<file path="src/rtl/wfm_consts.svh">
`ifndef WFM_CONSTS_SVH
`define WFM_CONSTS_SVH
// Function
// RQ1: Mask bit zero ignores the identifier bit; one requires it to match.
// RQ2: Mask for identifier bits 20..13 sits in one byte, bit 20 on top.
// RQ3: Mask for identifier bits 12..5 sits in one byte, bit 12 at position 7.
// RQ4: Mask for identifier bits 4..0 sits at positions 6..2; others unused.
// RQ5: Reserved bits read zero and writes to them change nothing.
// RQ6: Length code is the low nibble; codes eight and above mean eight bytes.
// RQ7: Length code zero means an empty payload and also the cleared state.
// RQ8: Received length code must equal the configured code on every bit.
// RQ9: Each payload register holds one byte, bit 0 least significant.
// RQ10: Reset clears every mask, length-code and payload register to zero.
// RQ11: After a restart the upper nibble of the length register reads zero.
// RQ12: After a restart the unused low-mask bits 7, 1 and 0 read zero.
// RQ13: Valid flag clears on wake-up, reset, or any configuration change. A write of one to the flag in the same cycle as a wake-up keeps it set.
// RQ14: Controller checks configuration then sets valid; wake disabled until then.
// RQ15: Match needs unmasked identifier, length code and payload bytes to agree.

// ---------------------------------------------------------------------------
// Register offsets on the serial port
// ---------------------------------------------------------------------------
`define WFM_OFF_MASK_UPPER_MID 7'h28
`define WFM_OFF_MASK_MID 7'h29
`define WFM_OFF_MASK_LOW 7'h2a
`define WFM_OFF_LENGTH_CODE 7'h2b
`define WFM_OFF_PAYLOAD7 7'h2c
`define WFM_OFF_PAYLOAD6 7'h2d
`define WFM_OFF_PAYLOAD5 7'h2e
`define WFM_OFF_PAYLOAD4 7'h2f
`define WFM_OFF_PAYLOAD3 7'h30
`define WFM_OFF_CFG_VALID 7'h3f

// ---------------------------------------------------------------------------
// Field positions and reset values
// ---------------------------------------------------------------------------
`define WFM_MASK_LOW_MSB 6
`define WFM_MASK_LOW_LSB 2
`define WFM_LENGTH_MSB 3
`define WFM_CFG_VALID_BIT 0
`define WFM_RST_BYTE 8'h00
`define WFM_RST_MASK_LOW 5'h00
`define WFM_RST_LENGTH 4'h0
`define WFM_RST_CFG_VALID 1'b0
`define WFM_MAX_BYTES 4'h8
`define WFM_SYNC_RST 3'h2

// ---------------------------------------------------------------------------
// Serial frame timing
// ---------------------------------------------------------------------------
`define WFM_SPI_LAST_BIT 4'h7
`endif

</file>
<file path="src/rtl/wfm_pkg.sv">
`include "wfm_consts.svh"
package wfm_pkg;

  // Serial port frame phases
  typedef enum logic [1:0] {
    WFM_SPI_IDLE,
    WFM_SPI_ADDR,
    WFM_SPI_DATA,
    WFM_SPI_DONE
  } wfm_spi_state_t;

  typedef logic [6:0] wfm_addr_t;
  typedef logic [7:0] wfm_byte_t;

  // Payload length in bytes implied by a length code
  function automatic logic [3:0] wfm_dlc_len(input logic [3:0] dlc);
    return dlc[3] ? `WFM_MAX_BYTES : dlc;
  endfunction : wfm_dlc_len

  // True for any register whose change voids the configuration
  function automatic logic wfm_is_cfg_addr(input wfm_addr_t addr);
    return (addr >= `WFM_OFF_MASK_UPPER_MID) && (addr <= `WFM_OFF_PAYLOAD3);
  endfunction : wfm_is_cfg_addr

endpackage : wfm_pkg

</file>
<file path="src/rtl/wfm_top.sv">
`timescale 1ns/1ps
`include "wfm_consts.svh"
module wfm_top import wfm_pkg::*; (
  input wire logic core_clk,
  input wire logic reset,
  input wire logic spi_sck,
  input wire logic spi_cs_n,
  input wire logic spi_mosi,
  output logic spi_miso,
  output logic spi_miso_oe,
  input wire logic rx_frame_valid,
  input wire logic [28:0] rx_id,
  input wire logic [3:0] rx_dlc,
  input wire logic [63:0] rx_data,
  input wire logic [28:0] wake_id_pattern,
  input wire logic [7:0] id_mask_bits_28_21,
  input wire logic [23:0] expected_payload_bytes_2_0,
  output logic config_valid_flag,
  output logic wake_match
);

  // ---------------------------------------------------------------------------
  // Pin synchronisation
  // ---------------------------------------------------------------------------

  logic [2:0] pin_s;
  logic sck_s;
  logic cs_n_s;
  logic mosi_s;
  logic sck_prev_q;
  logic sck_prev_d;
  logic sck_rise;
  logic sck_fall;
  logic selected;

  // Chip select resets high so the port starts deselected
  wfm_sync #(
    .WIDTH(3),
    .RST_VAL(`WFM_SYNC_RST)
  ) u_sync (
    .core_clk(core_clk),
    .reset(reset),
    .async_in({spi_sck, spi_cs_n, spi_mosi}),
    .sync_out(pin_s)
  );

  // Edges are taken from the settled stage only
  always_comb begin
    sck_s = pin_s[2];
    cs_n_s = pin_s[1];
    mosi_s = pin_s[0];
    sck_prev_d = sck_s;
    sck_rise = sck_s & ~sck_prev_q;
    sck_fall = ~sck_s & sck_prev_q;
    selected = ~cs_n_s;
  end

  always_ff @(posedge core_clk) begin
    if (reset) begin
      sck_prev_q <= 1'b0;
    end else begin
      sck_prev_q <= sck_prev_d;
    end
  end

  // ---------------------------------------------------------------------------
  // Serial frame engine
  // ---------------------------------------------------------------------------

  wfm_spi_state_t st_q;
  wfm_spi_state_t st_d;
  logic [3:0] bit_cnt_q;
  logic [3:0] bit_cnt_d;
  logic [7:0] shift_q;
  logic [7:0] shift_d;
  wfm_addr_t addr_q;
  wfm_addr_t addr_d;
  logic we_q;
  logic we_d;
  wfm_byte_t out_q;
  wfm_byte_t out_d;
  logic miso_q;
  logic miso_d;
  logic oe_q;
  logic oe_d;
  logic rd_load_q;
  logic rd_load_d;
  logic wr_req_q;
  logic wr_req_d;
  wfm_byte_t wr_data_q;
  wfm_byte_t wr_data_d;
  wfm_byte_t rd_data;

  // Mode 0, MSB first: seven address bits, write bit, then one data byte.
  // SCK is oversampled, so its half period must span several core cycles.
  always_comb begin
    st_d = st_q;
    bit_cnt_d = bit_cnt_q;
    shift_d = shift_q;
    addr_d = addr_q;
    we_d = we_q;
    out_d = out_q;
    miso_d = miso_q;
    oe_d = selected;
    rd_load_d = 1'b0;
    wr_req_d = 1'b0;
    wr_data_d = wr_data_q;
    if (!selected) begin
      st_d = WFM_SPI_IDLE;
      bit_cnt_d = 4'h0;
      miso_d = 1'b0;
    end else begin
      unique case (st_q)
        WFM_SPI_IDLE: begin
          st_d = WFM_SPI_ADDR;
          bit_cnt_d = 4'h0;
          miso_d = 1'b0;
        end
        WFM_SPI_ADDR: begin
          if (sck_rise) begin
            shift_d = {shift_q[6:0], mosi_s};
            bit_cnt_d = bit_cnt_q + 4'h1;
            if (bit_cnt_q == `WFM_SPI_LAST_BIT) begin
              addr_d = shift_q[6:0];
              we_d = mosi_s;
              rd_load_d = 1'b1;
              bit_cnt_d = 4'h0;
              st_d = WFM_SPI_DATA;
            end
          end
        end
        WFM_SPI_DATA: begin
          // Read data is snapshotted once the address is known
          if (rd_load_q) begin
            out_d = rd_data;
          end
          if (sck_fall) begin
            miso_d = out_q[7];
            out_d = {out_q[6:0], 1'b0};
          end
          if (sck_rise) begin
            shift_d = {shift_q[6:0], mosi_s};
            bit_cnt_d = bit_cnt_q + 4'h1;
            if (bit_cnt_q == `WFM_SPI_LAST_BIT) begin
              wr_data_d = {shift_q[6:0], mosi_s};
              wr_req_d = we_q;
              st_d = WFM_SPI_DONE;
            end
          end
        end
        WFM_SPI_DONE: begin
          // Extra clocks before deselect are ignored
          st_d = WFM_SPI_DONE;
        end
      endcase
    end
  end

  always_ff @(posedge core_clk) begin
    if (reset) begin
      st_q <= WFM_SPI_IDLE;
      bit_cnt_q <= 4'h0;
      shift_q <= 8'h00;
      addr_q <= 7'h00;
      we_q <= 1'b0;
      out_q <= 8'h00;
      miso_q <= 1'b0;
      oe_q <= 1'b0;
      rd_load_q <= 1'b0;
      wr_req_q <= 1'b0;
      wr_data_q <= 8'h00;
    end else begin
      st_q <= st_d;
      bit_cnt_q <= bit_cnt_d;
      shift_q <= shift_d;
      addr_q <= addr_d;
      we_q <= we_d;
      out_q <= out_d;
      miso_q <= miso_d;
      oe_q <= oe_d;
      rd_load_q <= rd_load_d;
      wr_req_q <= wr_req_d;
      wr_data_q <= wr_data_d;
    end
  end

  // ---------------------------------------------------------------------------
  // Configuration registers
  // ---------------------------------------------------------------------------

  wfm_byte_t mask_upper_mid_q;
  wfm_byte_t mask_upper_mid_d;
  wfm_byte_t mask_mid_q;
  wfm_byte_t mask_mid_d;
  logic [4:0] mask_low_q;
  logic [4:0] mask_low_d;
  logic [3:0] length_q;
  logic [3:0] length_d;
  wfm_byte_t payload7_q;
  wfm_byte_t payload7_d;
  wfm_byte_t payload6_q;
  wfm_byte_t payload6_d;
  wfm_byte_t payload5_q;
  wfm_byte_t payload5_d;
  wfm_byte_t payload4_q;
  wfm_byte_t payload4_d;
  wfm_byte_t payload3_q;
  wfm_byte_t payload3_d;
  logic cfg_valid_q;
  logic cfg_valid_d;
  logic match_pulse;

  // Register writes; reserved bits are simply never stored
  always_comb begin
    mask_upper_mid_d = mask_upper_mid_q;
    mask_mid_d = mask_mid_q;
    mask_low_d = mask_low_q;
    length_d = length_q;
    payload7_d = payload7_q;
    payload6_d = payload6_q;
    payload5_d = payload5_q;
    payload4_d = payload4_q;
    payload3_d = payload3_q;
    if (wr_req_q) begin
      case (addr_q)
        // RQ2: bits 20..13
        `WFM_OFF_MASK_UPPER_MID: mask_upper_mid_d = wr_data_q;
        // RQ3: bits 12..5
        `WFM_OFF_MASK_MID: mask_mid_d = wr_data_q;
        // RQ4: bits 4..0 at 6..2
        `WFM_OFF_MASK_LOW: mask_low_d = wr_data_q[`WFM_MASK_LOW_MSB:`WFM_MASK_LOW_LSB];
        // RQ6: low nibble only
        `WFM_OFF_LENGTH_CODE: length_d = wr_data_q[`WFM_LENGTH_MSB:0];
        // RQ9: one byte per register
        `WFM_OFF_PAYLOAD7: payload7_d = wr_data_q;
        `WFM_OFF_PAYLOAD6: payload6_d = wr_data_q;
        `WFM_OFF_PAYLOAD5: payload5_d = wr_data_q;
        `WFM_OFF_PAYLOAD4: payload4_d = wr_data_q;
        `WFM_OFF_PAYLOAD3: payload3_d = wr_data_q;
        default: begin
        end
      endcase
    end
  end

  // Valid flag: a write of one beats a same-cycle wake clear, so a fresh
  // confirmation is never lost; any mask, length or payload register write voids it.
  always_comb begin
    cfg_valid_d = cfg_valid_q;
    // RQ13: self clear on wake
    if (match_pulse) begin
      cfg_valid_d = 1'b0;
    end
    if (wr_req_q && wfm_is_cfg_addr(addr_q)) begin
      // RQ13: clear on changed setup
      cfg_valid_d = 1'b0;
    end else if (wr_req_q && addr_q == `WFM_OFF_CFG_VALID) begin
      // RQ14: controller confirms setup
      cfg_valid_d = wr_data_q[`WFM_CFG_VALID_BIT];
    end
  end

  // RQ10: reset clears all
  // RQ7: code zero is the cleared state
  always_ff @(posedge core_clk) begin
    if (reset) begin
      mask_upper_mid_q <= `WFM_RST_BYTE;
      mask_mid_q <= `WFM_RST_BYTE;
      mask_low_q <= `WFM_RST_MASK_LOW;
      length_q <= `WFM_RST_LENGTH;
      payload7_q <= `WFM_RST_BYTE;
      payload6_q <= `WFM_RST_BYTE;
      payload5_q <= `WFM_RST_BYTE;
      payload4_q <= `WFM_RST_BYTE;
      payload3_q <= `WFM_RST_BYTE;
      cfg_valid_q <= `WFM_RST_CFG_VALID;
    end else begin
      mask_upper_mid_q <= mask_upper_mid_d;
      mask_mid_q <= mask_mid_d;
      mask_low_q <= mask_low_d;
      length_q <= length_d;
      payload7_q <= payload7_d;
      payload6_q <= payload6_d;
      payload5_q <= payload5_d;
      payload4_q <= payload4_d;
      payload3_q <= payload3_d;
      cfg_valid_q <= cfg_valid_d;
    end
  end

  // ---------------------------------------------------------------------------
  // Read-back
  // ---------------------------------------------------------------------------

  // Unstored bits read zero in every case, including after a restart
  always_comb begin
    rd_data = 8'h00;
    case (addr_q)
      `WFM_OFF_MASK_UPPER_MID: rd_data = mask_upper_mid_q;
      `WFM_OFF_MASK_MID: rd_data = mask_mid_q;
      // RQ12: bits 7, 1, 0 read zero
      `WFM_OFF_MASK_LOW: rd_data = {1'b0, mask_low_q, 2'b00};
      // RQ11: upper nibble reads zero
      // RQ5: reserved bits read zero
      `WFM_OFF_LENGTH_CODE: rd_data = {4'h0, length_q};
      `WFM_OFF_PAYLOAD7: rd_data = payload7_q;
      `WFM_OFF_PAYLOAD6: rd_data = payload6_q;
      `WFM_OFF_PAYLOAD5: rd_data = payload5_q;
      `WFM_OFF_PAYLOAD4: rd_data = payload4_q;
      `WFM_OFF_PAYLOAD3: rd_data = payload3_q;
      `WFM_OFF_CFG_VALID: rd_data = {7'h00, cfg_valid_q};
      default: rd_data = 8'h00;
    endcase
  end

  // ---------------------------------------------------------------------------
  // Frame matcher
  // ---------------------------------------------------------------------------

  logic [28:0] id_mask;
  logic [63:0] pattern_data;

  // Byte i of the payload sits at bits 8*i+7..8*i
  always_comb begin
    id_mask = {id_mask_bits_28_21, mask_upper_mid_q, mask_mid_q, mask_low_q};
    pattern_data = {payload7_q, payload6_q, payload5_q, payload4_q, payload3_q,
                    expected_payload_bytes_2_0};
  end

  wfm_matcher u_matcher (
    .core_clk(core_clk),
    .reset(reset),
    .enable(cfg_valid_q),
    .frame_valid(rx_frame_valid),
    .rx_id(rx_id),
    .rx_dlc(rx_dlc),
    .rx_data(rx_data),
    .pattern_id(wake_id_pattern),
    .id_mask(id_mask),
    .pattern_dlc(length_q),
    .pattern_data(pattern_data),
    .match_pulse(match_pulse)
  );

  // ---------------------------------------------------------------------------
  // Outputs
  // ---------------------------------------------------------------------------

  assign spi_miso = miso_q;
  assign spi_miso_oe = oe_q;
  assign config_valid_flag = cfg_valid_q;
  assign wake_match = match_pulse;

endmodule : wfm_top

</file>
<file path="src/rtl/wfm_sync.sv">
`timescale 1ns/1ps
module wfm_sync #(
  parameter int WIDTH = 3,
  parameter logic [WIDTH-1:0] RST_VAL = '0
) (
  input wire logic core_clk,
  input wire logic reset,
  input wire logic [WIDTH-1:0] async_in,
  output logic [WIDTH-1:0] sync_out
);

  logic [WIDTH-1:0] meta_q;
  logic [WIDTH-1:0] meta_d;
  logic [WIDTH-1:0] sync_q;
  logic [WIDTH-1:0] sync_d;

  // Only the second stage reads the first; metastability settles there
  always_comb begin
    meta_d = async_in;
    sync_d = meta_q;
  end

  always_ff @(posedge core_clk) begin
    if (reset) begin
      meta_q <= RST_VAL;
      sync_q <= RST_VAL;
    end else begin
      meta_q <= meta_d;
      sync_q <= sync_d;
    end
  end

  assign sync_out = sync_q;

endmodule : wfm_sync

</file>
<file path="src/rtl/wfm_matcher.sv">
`timescale 1ns/1ps
`include "wfm_consts.svh"
module wfm_matcher import wfm_pkg::*; (
  input wire logic core_clk,
  input wire logic reset,
  input wire logic enable,
  input wire logic frame_valid,
  input wire logic [28:0] rx_id,
  input wire logic [3:0] rx_dlc,
  input wire logic [63:0] rx_data,
  input wire logic [28:0] pattern_id,
  input wire logic [28:0] id_mask,
  input wire logic [3:0] pattern_dlc,
  input wire logic [63:0] pattern_data,
  output logic match_pulse
);

  logic match_q;
  logic match_d;
  logic id_ok;
  logic dlc_ok;
  logic data_ok;
  logic [3:0] len;

  // Compare the received frame against the stored pattern
  always_comb begin
    // RQ1: masked identifier compare
    id_ok = ((rx_id ^ pattern_id) & id_mask) == 29'h0;
    // RQ8: bitwise length code
    dlc_ok = rx_dlc == pattern_dlc;
    // RQ6: codes eight up mean eight
    len = wfm_dlc_len(pattern_dlc);
    data_ok = 1'b1;
    for (int i = 0; i < 8; i++) begin
      if (4'(i) < len && rx_data[8*i +: 8] != pattern_data[8*i +: 8]) begin
        data_ok = 1'b0;
      end
    end
    // RQ15: all fields must agree
    // RQ14: idle until configuration is valid
    match_d = enable & frame_valid & id_ok & dlc_ok & data_ok;
  end

  always_ff @(posedge core_clk) begin
    if (reset) begin
      match_q <= 1'b0;
    end else begin
      match_q <= match_d;
    end
  end

  assign match_pulse = match_q;

endmodule : wfm_matcher

</file>
<file path="config.mk">
export PLATFORM = sky130hd
export DESIGN_NAME = wfm_top
export DESIGN_NICKNAME = d
export VERILOG_FILES = /design/src/rtl/wfm_pkg.sv /design/src/rtl/wfm_top.sv /design/src/rtl/wfm_sync.sv /design/src/rtl/wfm_matcher.sv
export VERILOG_INCLUDE_DIRS = /design/src /design/src/rtl
export SDC_FILE = /design/constraint.sdc
export NUM_CORES = 1
export LEC_CHECK = 0
export BUFFER_PORTS_ARGS = -buffer_cell sky130_fd_sc_hd__buf_2
export CAP_MARGIN = 30
export CORE_AREA = 2 2 132 134
export DETAILED_ROUTE_END_ITERATION = 10
export DIE_AREA = 0 0 134 136
export PLACE_DENSITY_LB_ADDON = 0.15
export SLEW_MARGIN = 20
export SYNTH_ARGS = -nofsm -noshare
export SYNTH_HDL_FRONTEND = slang
export SYNTH_HIERARCHICAL = 1
export SYNTH_SLANG_ARGS = --single-unit
</file>
<file path="constraint.sdc">
create_clock -name core_clk -period 4.4 [get_ports core_clk]
set_input_delay 0.88 -clock core_clk [delete_from_list [all_inputs] [get_ports core_clk]]
set_output_delay 0.88 -clock core_clk [all_outputs]
set_load 0.01 [all_outputs]
</file>
==> metrics.csv, run 1 <==
stage,metric,value,unit
detailed_routing,WL per Instance,17.5,um
timing,min Tclk post-route,2.34,ns
clocking,root buffer cell,clkbuf_16,
synth,"area leader, netlist",dfxtp_1,
clocking,CTS max path bufs,2,
clocking,CTS H-Tree Depth,4,
grt,initial antenna violation count,0,
timing,Hold WS,0.405,ns
timing,Worst-Margin Slew,0.715,ns
worst_hold_path,WHS Path Cells,1,
clocking,clock sink total,115,
detailed_routing,via/cell ratio,5.22,
setup_path,Worst Setup Start Kind,flop,
power_and_ir_drop,Psw,0.541,mW
grt,gr usage total,0.214,
grt,first-pass GRT wire length,30100,um
synth,Post-Syn Area per Cell,9.00,um2
detailed_routing,via count,5633,
timing,Fmax achieved,428,MHz
finish,fillcell total,1703,
job,Max Cap Viol,0,
detailed_routing,Post-Route WL,18800,um
timing,unrepaired setup endpoints after global routing,no,
synth,Yosys reg bits,115,
synth,dominant cells by area after synthesis,"dfxtp_1, mux2i_1, xor2_1",
power_and_ir_drop,leak pwr,3.21,nW
synth,share of the synthesized area in the top cell type,0.367,
power_and_ir_drop,Pwr Total,2.53,mW
timing,Slew HR,0.523,
setup_path,element type at the critical path end,flop,
setup_path,CP arrival,2.66,ns
finish,Ant. Diodes,0,
timing,"Period Utilization, post-route",0.531,
finish,synthesis-to-finish area growth,24.1,%
clocking,CTS resizes,0,
die,I/O Pins,168,
placed_design,buffers added on ports,167,
finish,Finished Core Util,0.461,
synth,sequential area share after synthesis,0.367,
placed_design,DP Wirelength,14200,um
clocking,CTS tree,built,
synth,syn nets,868,
timing,"Hold Vio Cnt, Final",0,
placed_design,gpl congestion,0.877,
setup_path,CP Max Fanout,14,
power_and_ir_drop,sw frac,0.214,
detailed_routing,Antenna Nets Post-Route,0,
synth,Post-synth EDFFs,0,
grt,GRT overflow,0,
die,core area,16900,um2
worst_hold_path,min-delay worst type,flop to flop,
timing,skew final,0.0110,ns
outcome,status,completed,
power_and_ir_drop,clock share of power,0.512,
die,DIE WIDTH,134,um
power_and_ir_drop,Internal Power,1.98,mW
setup_path,r2r setup slk,2.06,ns
die,die area,18200,um2
setup_path,Critical R2R Launch,st_q[0],
synth,Synth Cell Area,6270,um2
synth,synthesized instance count,697,
synth,Async SR Flop Fraction,0,
power_and_ir_drop,Sequential Power Share,0.415,
clocking,hold_buf cts,0,
finish,Nets,1014,
clocking,"Setup Fix Bufs, Post-CTS",0,
timing,Max Slew Vio Count,0,
detailed_routing,Remaining DRCs,0,
clocking,"Reg clk slew, reported paths",0.05,ns
finish,share of cells above drive strength 1,0.258,
grt,vias in the first global route,5725,
worst_hold_path,Hold Crit Start,u_sync/meta_q[1],
die,row count,48,
power_and_ir_drop,Max VDD drop,0.277,mV
setup_path,worst r2r dst,bit_cnt_q[3],
synth,Synth cell types,63,
setup_path,Register-to-Register Path Depth,7,
die,initial core utilization,0.372,
worst_hold_path,Hold Crit Endpoint,u_sync/sync_out[1],
setup_path,"Req. time, crit path",4.72,ns
timing,Setup TNS Final,0,ns
die,Die H,136,um
timing,endpoints failing setup,0,
clocking,insertion delay to the later sink of the worst-skew pair,0.42,ns
synth,top_reg_cell synth,dfxtp_1,
power_and_ir_drop,PwrDens,325,nW/um2
detailed_routing,initial detailed-routing violation count,476,
clocking,CTS Buf Count,17,
grt,largest net degree at the start of global routing,50,
detailed_routing,drt pass-1 iters,5,
synth,warnings from Yosys,6,
setup_path,Setup CP Type,flop to flop,
power_and_ir_drop,combinational share of power,0.073,
cell type report:
| class | count | area, um2 | share of cell area |
|---|---|---|---|
| multi-input cells | 528 | 3730 | 0.480 |
| flip-flops and latches | 115 | 2300 | 0.296 |
| repair buffers | 173 | 881 | 0.113 |
| clock buffers | 25 | 505 | 0.0650 |
| well taps | 225 | 282 | 0.0362 |
| clock inverters | 5 | 50.0 | 0.00643 |
| inverters | 8 | 30.0 | 0.00386 |
per-stage QoR:
stage	instances	setup WS [ns]	cell area (um2)
CTS	1078	2.08	7770
floorplan	697	2.44	6270
finish	1079	2.06	7780
detailed placement	1048	2.01	7220
global route	1079	1.85	7780
global placement	1048	2.12	7220
layout by cell type (no fill, tap or decap), types with 3 or more instances in the layout:
master,instances
clkbuf_16,17
nor3b_1,5
mux4_2,6
nand2b_1,4
ha_1,7
o21ai_0,24
a22o_1,8
nand2_1,44
a221oi_1,6
buf_4,6
xnor2_1,48
nand4_1,16
nor2_1,85
inv_1,8
or2_1,3
mux2i_1,74
nand3_1,29
a211oi_1,4
and3_1,5
xor2_1,49
clkbuf_1,3
nor3_1,3
nor4_1,6
clkinv_2,4
dfxtp_1,115
nor2b_1,13
a21oi_1,36
clkbuf_8,5
a22oi_1,6
buf_2,167
registers in the layout, indices dropped and copies added, names as in the netlist, 2 cells and up:
| register | flops |
|---|---|
| mask_low_q | 5 |
| payload7_q | 8 |
| payload4_q | 8 |
| u_sync/meta_q | 3 |
| out_q | 8 |
| payload6_q | 8 |
| addr_q | 7 |
| payload3_q | 8 |
| length_q | 4 |
| wr_data_q | 8 |
| shift_q | 7 |
| u_sync/sync_out | 3 |
| st_q | 2 |
| bit_cnt_q | 4 |
| mask_mid_q | 8 |
| mask_upper_mid_q | 8 |
| payload5_q | 8 |
logic make-up after synthesis:
kind of cell | share of synthesized area
AOI/OAI and AO/OA | 0.116
xor gates and xnor gates | 0.136
adders and majority gates | 0.0140
buffers and inverters | 0.0375
DFF | 0.367
muxes | 0.145
and+or+nand+nor | 0.185
worst max path at each step:
| stage | startpoint | endpoint | slack, ns |
|---|---|---|---|
| after CTS | st_q[0] | bit_cnt_q[3] | 2.08 |
| after global placement | bit_cnt_q[0] | we_q | 2.12 |
| after detailed placement | wake_id_pattern[19] | u_matcher/match_pulse | 2.01 |
| after global routing | st_q[0] | bit_cnt_q[3] | 1.85 |
| final | st_q[0] | bit_cnt_q[3] | 2.06 |
| after floorplan | wake_id_pattern[16] | u_matcher/match_pulse | 2.44 |
synth_stat cells, drive strengths merged (5+ instances only):
cell type  count
a21oi         37
a221oi         8
a22o           8
a22oi          6
and3           5
buf           19
clkbuf        27
dfxtp        115
ha             7
inv            8
mux2i         74
mux4           6
nand2         44
nand3         31
nand4         16
nor2          86
nor2b         13
nor3b          6
nor4           8
o21ai         24
xnor2         48
xor2          49
per-layer routing:
| layer | GRT usage | vias to the layer above | wire length, um |
|---|---|---|---|
| met5 | 0 | - | 0 |
| met4 | 0.0875 | 0 | 458 |
| met3 | 0.0425 | 29 | 1240 |
| met2 | 0.348 | 226 | 8680 |
| met1 | 0.279 | 2630 | 8440 |
| li1 | - | 2748 | - |
power groups by stage:
stage               combinational, mW  clock (mW)  sequential [mW]
global placement                0.181           0             1.07
floorplan                      0.0840           0             1.07
finish                          0.185        1.29             1.05
CTS                             0.187        1.31             1.05
global route                    0.205        1.37             1.05
detailed placement              0.186           0             1.07
worst max-delay path, cell delays in order, from the launching register on:
cell and delay, ns:
dfxtp_1 0.41, inv_1 0.12, ha_1 0.39, or2_1 0.33, a21oi_2 0.26, and3b_1 0.29, a41oi_1 0.15, a311oi_1 0.29
Power figures use the tool's default switching activity.
==> inputs of run 2 (changes only) <==
Settings changed: ABC_AREA set to 1, CORE_AREA 2 2 132 134 to 2 2 139 141, DIE_AREA 0 0 134 136 to 0 0 141 143.
Clock period 4.4 ns to 2.3 ns, I/O delays scaled along.
==> metrics.csv, run 2 <==
stage,metric,value,unit
synth,"area leader, netlist",dfxtp_1,
die,initial core utilization,0.376,
grt,vias in the first global route,6669,
clocking,root buffer cell,clkbuf_16,
clocking,hold_buf cts,0,
worst_hold_path,min-delay worst type,input port to flop,
placed_design,buffers added on ports,167,
timing,Slew HR,0.537,
job,Max Cap Viol,0,
synth,synthesized instance count,1139,
finish,Ant. Diodes,0,
setup_path,Worst Setup SP,addr_q[5],
setup_path,CP arrival,2.19,ns
setup_path,Setup CP Type,flop to flop,
clocking,CTS tree,built,
die,Die H,143,um
grt,initial antenna violation count,0,
synth,sequential area share after synthesis,0.330,
synth,Async SR Flop Fraction,0,
finish,most frequent cells in the layout,"nand2_1, inv_1, buf_2",
detailed_routing,Antenna Nets Post-Route,0,
finish,synthesis-to-finish area growth,24.6,%
power_and_ir_drop,Pwr Total,5.20,mW
detailed_routing,via count,7359,
detailed_routing,WL per Instance,13.4,um
setup_path,"Req. time, crit path",2.59,ns
grt,first-pass GRT wire length,32900,um
clocking,clock sink total,115,
die,row count,50,
outcome,status,completed,
synth,top_reg_cell synth,dfxtp_1,
worst_hold_path,WHS Path Cells,3,
placed_design,DP Wirelength,16200,um
finish,Finished Core Util,0.468,
grt,largest net degree at the start of global routing,82,
placed_design,gpl congestion,0.868,
clocking,"Reg clk slew, reported paths",0.06,ns
finish,"most common cell after layout, fill and taps aside",nand2_1,
setup_path,Critical R2R Launch,addr_q[5],
synth,"count leader, synth",nand2_1,
power_and_ir_drop,PwrDens,598,nW/um2
die,die area,20200,um2
detailed_routing,drt pass-1 iters,4,
power_and_ir_drop,leak pwr,4.13,nW
clocking,CTS max path bufs,2,
timing,skew final,0.00605,ns
power_and_ir_drop,Max VDD drop,0.422,mV
placed_design,Post-Place Cells,1526,
die,DIE WIDTH,141,um
setup_path,CP Max Fanout,18,
finish,Nets,1482,
detailed_routing,initial detailed-routing violation count,457,
synth,Synth Cell Area,6980,um2
clocking,insertion delay to the later sink of the worst-skew pair,0.42,ns
synth,Synth cell types,33,
synth,Post-Syn Area per Cell,6.13,um2
finish,"non-filler cells, final",1557,
setup_path,r2r setup slk,0.39,ns
timing,unrepaired setup endpoints after global routing,no,
timing,Worst-Margin Slew,0.694,ns
finish,share of cells above drive strength 1,0.175,
die,core area,18600,um2
detailed_routing,Remaining DRCs,0,
setup_path,worst r2r dst,payload4_q[0],
timing,Setup TNS Final,0,ns
clocking,"Setup Fix Bufs, Post-CTS",0,
grt,GRT overflow,0,
detailed_routing,via/cell ratio,4.73,
synth,dominant cells by area after synthesis,"dfxtp_1, nand2_1, inv_1",
timing,min Tclk post-route,1.91,ns
timing,Max Slew Vio Count,0,
clocking,CTS Buf Count,17,
synth,share of the synthesized area in the top cell type,0.330,
detailed_routing,Post-Route WL,20900,um
setup_path,element type at the critical path end,flop,
synth,Yosys reg bits,115,
placed_design,Post-DP Area,8080,um2
timing,"Hold Vio Cnt, Final",0,
timing,Fmax achieved,525,MHz
grt,gr usage total,0.209,
synth,Post-synth EDFFs,0,
synth,syn nets,1310,
finish,post-route cell area,8690,um2
worst_hold_path,Hold Crit Start,spi_cs_n,
timing,endpoints failing setup,0,
synth,warnings from Yosys,6,
setup_path,Worst Setup Start Kind,flop,
worst_hold_path,Hold Crit Endpoint,u_sync/meta_q[1],
synth,Synth top cells by count,"nand2_1, inv_1, nor2_1, dfxtp_1, a21oi_1",
clocking,CTS H-Tree Depth,4,
clocking,CTS resizes,0,
timing,"Period Utilization, post-route",0.829,
die,I/O Pins,168,
setup_path,Register-to-Register Path Depth,5,
==> run 2: cell types whose count changed after synthesis, moves of 16 or more <==
cell,delta
a21oi_1,+60
inv_1,+175
mux2i_1,-74
nand2_1,+234
nand3_1,+61
nor2_1,+58
o21ai_0,+66
xnor2_1,-16
xor2_1,-40
==> run 2: metal layers <==
metal  GRT usage  share of wire  up-vias
li1            -              -     3901
met1       0.269           0.45     3198
met2       0.351           0.46      220
met3      0.0379          0.061       40
met4      0.0784          0.026        0
met5           0              0        -
==> run 2: through the flow <==
stage                     setup slack, ns  hold WS [ns]
after global placement              0.488         0.390
final                               0.394         0.213
after global routing                0.226         0.227
after detailed placement            0.460         0.395
after CTS                           0.434         0.206
after floorplan                     0.762         0.386
==> run 2: critical path: stages, from the launching register on <==
cell,delay (ns)
dfxtp_1,0.39
nand2_1,0.11
nor2_4,0.36
nand3_1,0.49
o21ai_0,0.35
a21oi_1,0.07
==> run 2: final cells by class <==
cell class | instances | area [um2]
Sequential cell | 115 | 2300
Multi-Input combinational cell | 810 | 3850
Clock buffer | 21 | 460
Fill cell | 1979 | 9890
Inverter | 189 | 711
Tap cell | 234 | 293
Timing Repair Buffer | 178 | 918
Clock inverter | 10 | 156
==> run 2: cells by family (layout without fill, tap and decap cells) <==
logic type | after synthesis | in the layout | share of synthesized area
AOI/OAI and AO/OA | 200 | 200 | 0.145
DFF | 115 | 115 | 0.330
buffers and inverters | 214 | 398 | 0.118
xor gates and xnor gates | 41 | 41 | 0.0515
and+or+nand+nor | 562 | 562 | 0.343
adders and majority gates | 7 | 7 | 0.0125
==> run 2: how the worst max path moves through the flow <==
stage / endpoint / slack, ns
after floorplan: bit_cnt_q[1] / 0.76
after global placement: bit_cnt_q[1] / 0.49
after global routing: payload4_q[5] / 0.23
after detailed placement: bit_cnt_q[3] / 0.46
after CTS: bit_cnt_q[3] / 0.43
final: payload4_q[0] / 0.39
==> run 2: where the power goes <==
group,total [mW],internal [mW],switching [mW]
clock,2.77,1.85,0.912
sequential,2.00,2.00,0.00339
combinational,0.427,0.210,0.217
total,5.20,4.06,1.13
==> inputs of run 3 (changes only) <==
Settings changed: ABC_AREA 1 to 0, CORE_AREA 2 2 139 141 to 2 2 132 134, DIE_AREA 0 0 141 143 to 0 0 134 136.
Clock period 2.3 ns to 2 ns, I/O delays scaled along.
==> metrics.csv, run 3 (synthesized netlist as in run 1, its figures left out) <==
stage,metric,value,unit
outcome,status,completed,
timing,"Hold Vio Cnt, Final",0,
finish,Nets,1035,
placed_design,Post-Place Cells,1070,
timing,unrepaired setup endpoints after global routing,yes,
setup_path,CP Max Fanout,5,
clocking,insertion delay to the later sink of the worst-skew pair,0.42,ns
clocking,hold_buf cts,0,
power_and_ir_drop,Sequential Power Share,0.414,
setup_path,element type at the critical path end,flop,
die,row count,48,
grt,first-pass GRT wire length,30700,um
placed_design,Post-DP Area,7420,um2
clocking,CTS max path bufs,2,
grt,vias in the first global route,5792,
detailed_routing,drt pass-1 iters,5,
die,initial core utilization,0.372,
timing,Slew HR,0.542,
clocking,CTS Buf Count,17,
power_and_ir_drop,Psw,1.20,mW
die,DIE WIDTH,134,um
detailed_routing,initial detailed-routing violation count,351,
power_and_ir_drop,Max VDD drop,0.561,mV
die,I/O Pins,168,
detailed_routing,via/cell ratio,5.21,
setup_path,Worst Setup Start Kind,flop,
power_and_ir_drop,leak pwr,3.32,nW
power_and_ir_drop,Internal Power,4.38,mW
finish,post-route cell area,7980,um2
placed_design,gpl congestion,0.912,
worst_hold_path,min-delay worst type,input port to flop,
detailed_routing,via count,5729,
die,Die H,136,um
finish,"most common cell after layout, fill and taps aside",buf_2,
grt,initial antenna violation count,0,
power_and_ir_drop,clock share of power,0.512,
power_and_ir_drop,sw frac,0.215,
timing,Fmax achieved,537,MHz
clocking,CTS tree,built,
setup_path,"Req. time, crit path",2.33,ns
finish,synthesis-to-finish area growth,27.3,%
die,core area,16900,um2
setup_path,r2r setup slk,0.14,ns
grt,GRT overflow,0,
job,Max Cap Viol,0,
timing,Worst-Margin Slew,0.686,ns
clocking,CTS H-Tree Depth,4,
finish,most frequent cells in the layout,"buf_2, dfxtp_1, nor2_1",
die,die area,18200,um2
timing,min Tclk post-route,1.86,ns
clocking,"Reg clk slew, reported paths",0.05,ns
setup_path,Worst Setup SP,st_q[0],
clocking,root buffer cell,clkbuf_16,
timing,"Period Utilization, post-route",0.932,
power_and_ir_drop,PwrDens,698,nW/um2
clocking,clock sink total,115,
finish,Ant. Diodes,0,
setup_path,CP arrival,2.19,ns
setup_path,Setup CP Type,flop to flop,
grt,gr usage total,0.217,
detailed_routing,Remaining DRCs,0,
timing,Max Slew Vio Count,0,
detailed_routing,Post-Route WL,19200,um
grt,largest net degree at the start of global routing,68,
detailed_routing,WL per Instance,17.5,um
power_and_ir_drop,combinational share of power,0.074,
timing,endpoints failing setup,0,
timing,skew final,0.00745,ns
placed_design,buffers added on ports,167,
worst_hold_path,Hold Crit Start,spi_cs_n,
finish,share of cells above drive strength 1,0.277,
setup_path,Critical R2R Launch,st_q[0],
detailed_routing,Antenna Nets Post-Route,0,
timing,Setup TNS Final,0,ns
finish,"non-filler cells, final",1100,
placed_design,DP Wirelength,14600,um
[run 3: cell count changes in the layout (fill, tap and decap cells not counted), sizes merged, moves of 40 or more]
cell,delta
a21oi,-59
inv,-179
mux2i,+74
nand2,-238
nand3,-63
nor2,-69
o21ai,-74
xor2,+40
[run 3: path summary, 6_finish.rpt]
| check | endpoint | cells past startpoint |
|---|---|---|
| worst max-delay path | bit_cnt_q[3] | 7 |
| worst min-delay path | u_sync/meta_q[1] | 2 |
| worst max register to register | bit_cnt_q[3] | 7 |
| worst min register to register | u_sync/sync_out[1] | 1 |
[run 3: routing by layer]
layer | part of all wire | global-route usage | wire length [um] | up-vias
li1 | - | - | - | 2781
met1 | 0.47 | 0.286 | 8980 | 2725
met2 | 0.46 | 0.358 | 8890 | 200
met3 | 0.052 | 0.0410 | 1010 | 23
met4 | 0.019 | 0.0733 | 374 | 0
met5 | 0 | 0 | 0 | -
[run 3: timing repair]
action,in CTS,in global routing
setup endpoints to repair,0,7
gates resized for setup,0,2
hold endpoints to repair,0,0
buffers inserted,0,0
[run 3: layout make-up]
cell class,instances,area [um2]
clock inverter,4,47.5
tap,225,282
inverter,8,30.0
sequential,115,2300
timing repair buffer,194,1080
multi-input combinational,528,3730
fill,1625,8890
clock buffer,26,509
[run 3: critical path, stage by stage, from the launching register on]
cell and delay (ns):
dfxtp_2 0.37, inv_1 0.09, ha_1 0.25, or2_1 0.28
a21oi_2 0.16, and3b_1 0.25, a41oi_1 0.14, a311oi_1 0.25
[run 3: stage by stage]
stage	utilization	worst slack (ns)	total power [mW]	hold slack, ns
4_1_cts	0.473	0.0551	5.62	0.147
3_5_place_dp	0.440	0.0358	2.77	0.411
6_report	0.473	0.137	5.57	0.161
3_3_place_gp	0.440	0.127	2.75	0.401
5_1_grt	0.473	-0.00237	5.79	0.169
2_1_floorplan	-	0.166	2.54	0.383
[run 3: power groups by stage]
stage	clock (mW)	sequential, mW	combinational (mW)
floorplan	0	2.35	0.185
global placement	0	2.35	0.401
detailed placement	0	2.35	0.413
CTS	2.90	2.31	0.415
global route	3.03	2.30	0.456
finish	2.85	2.31	0.413
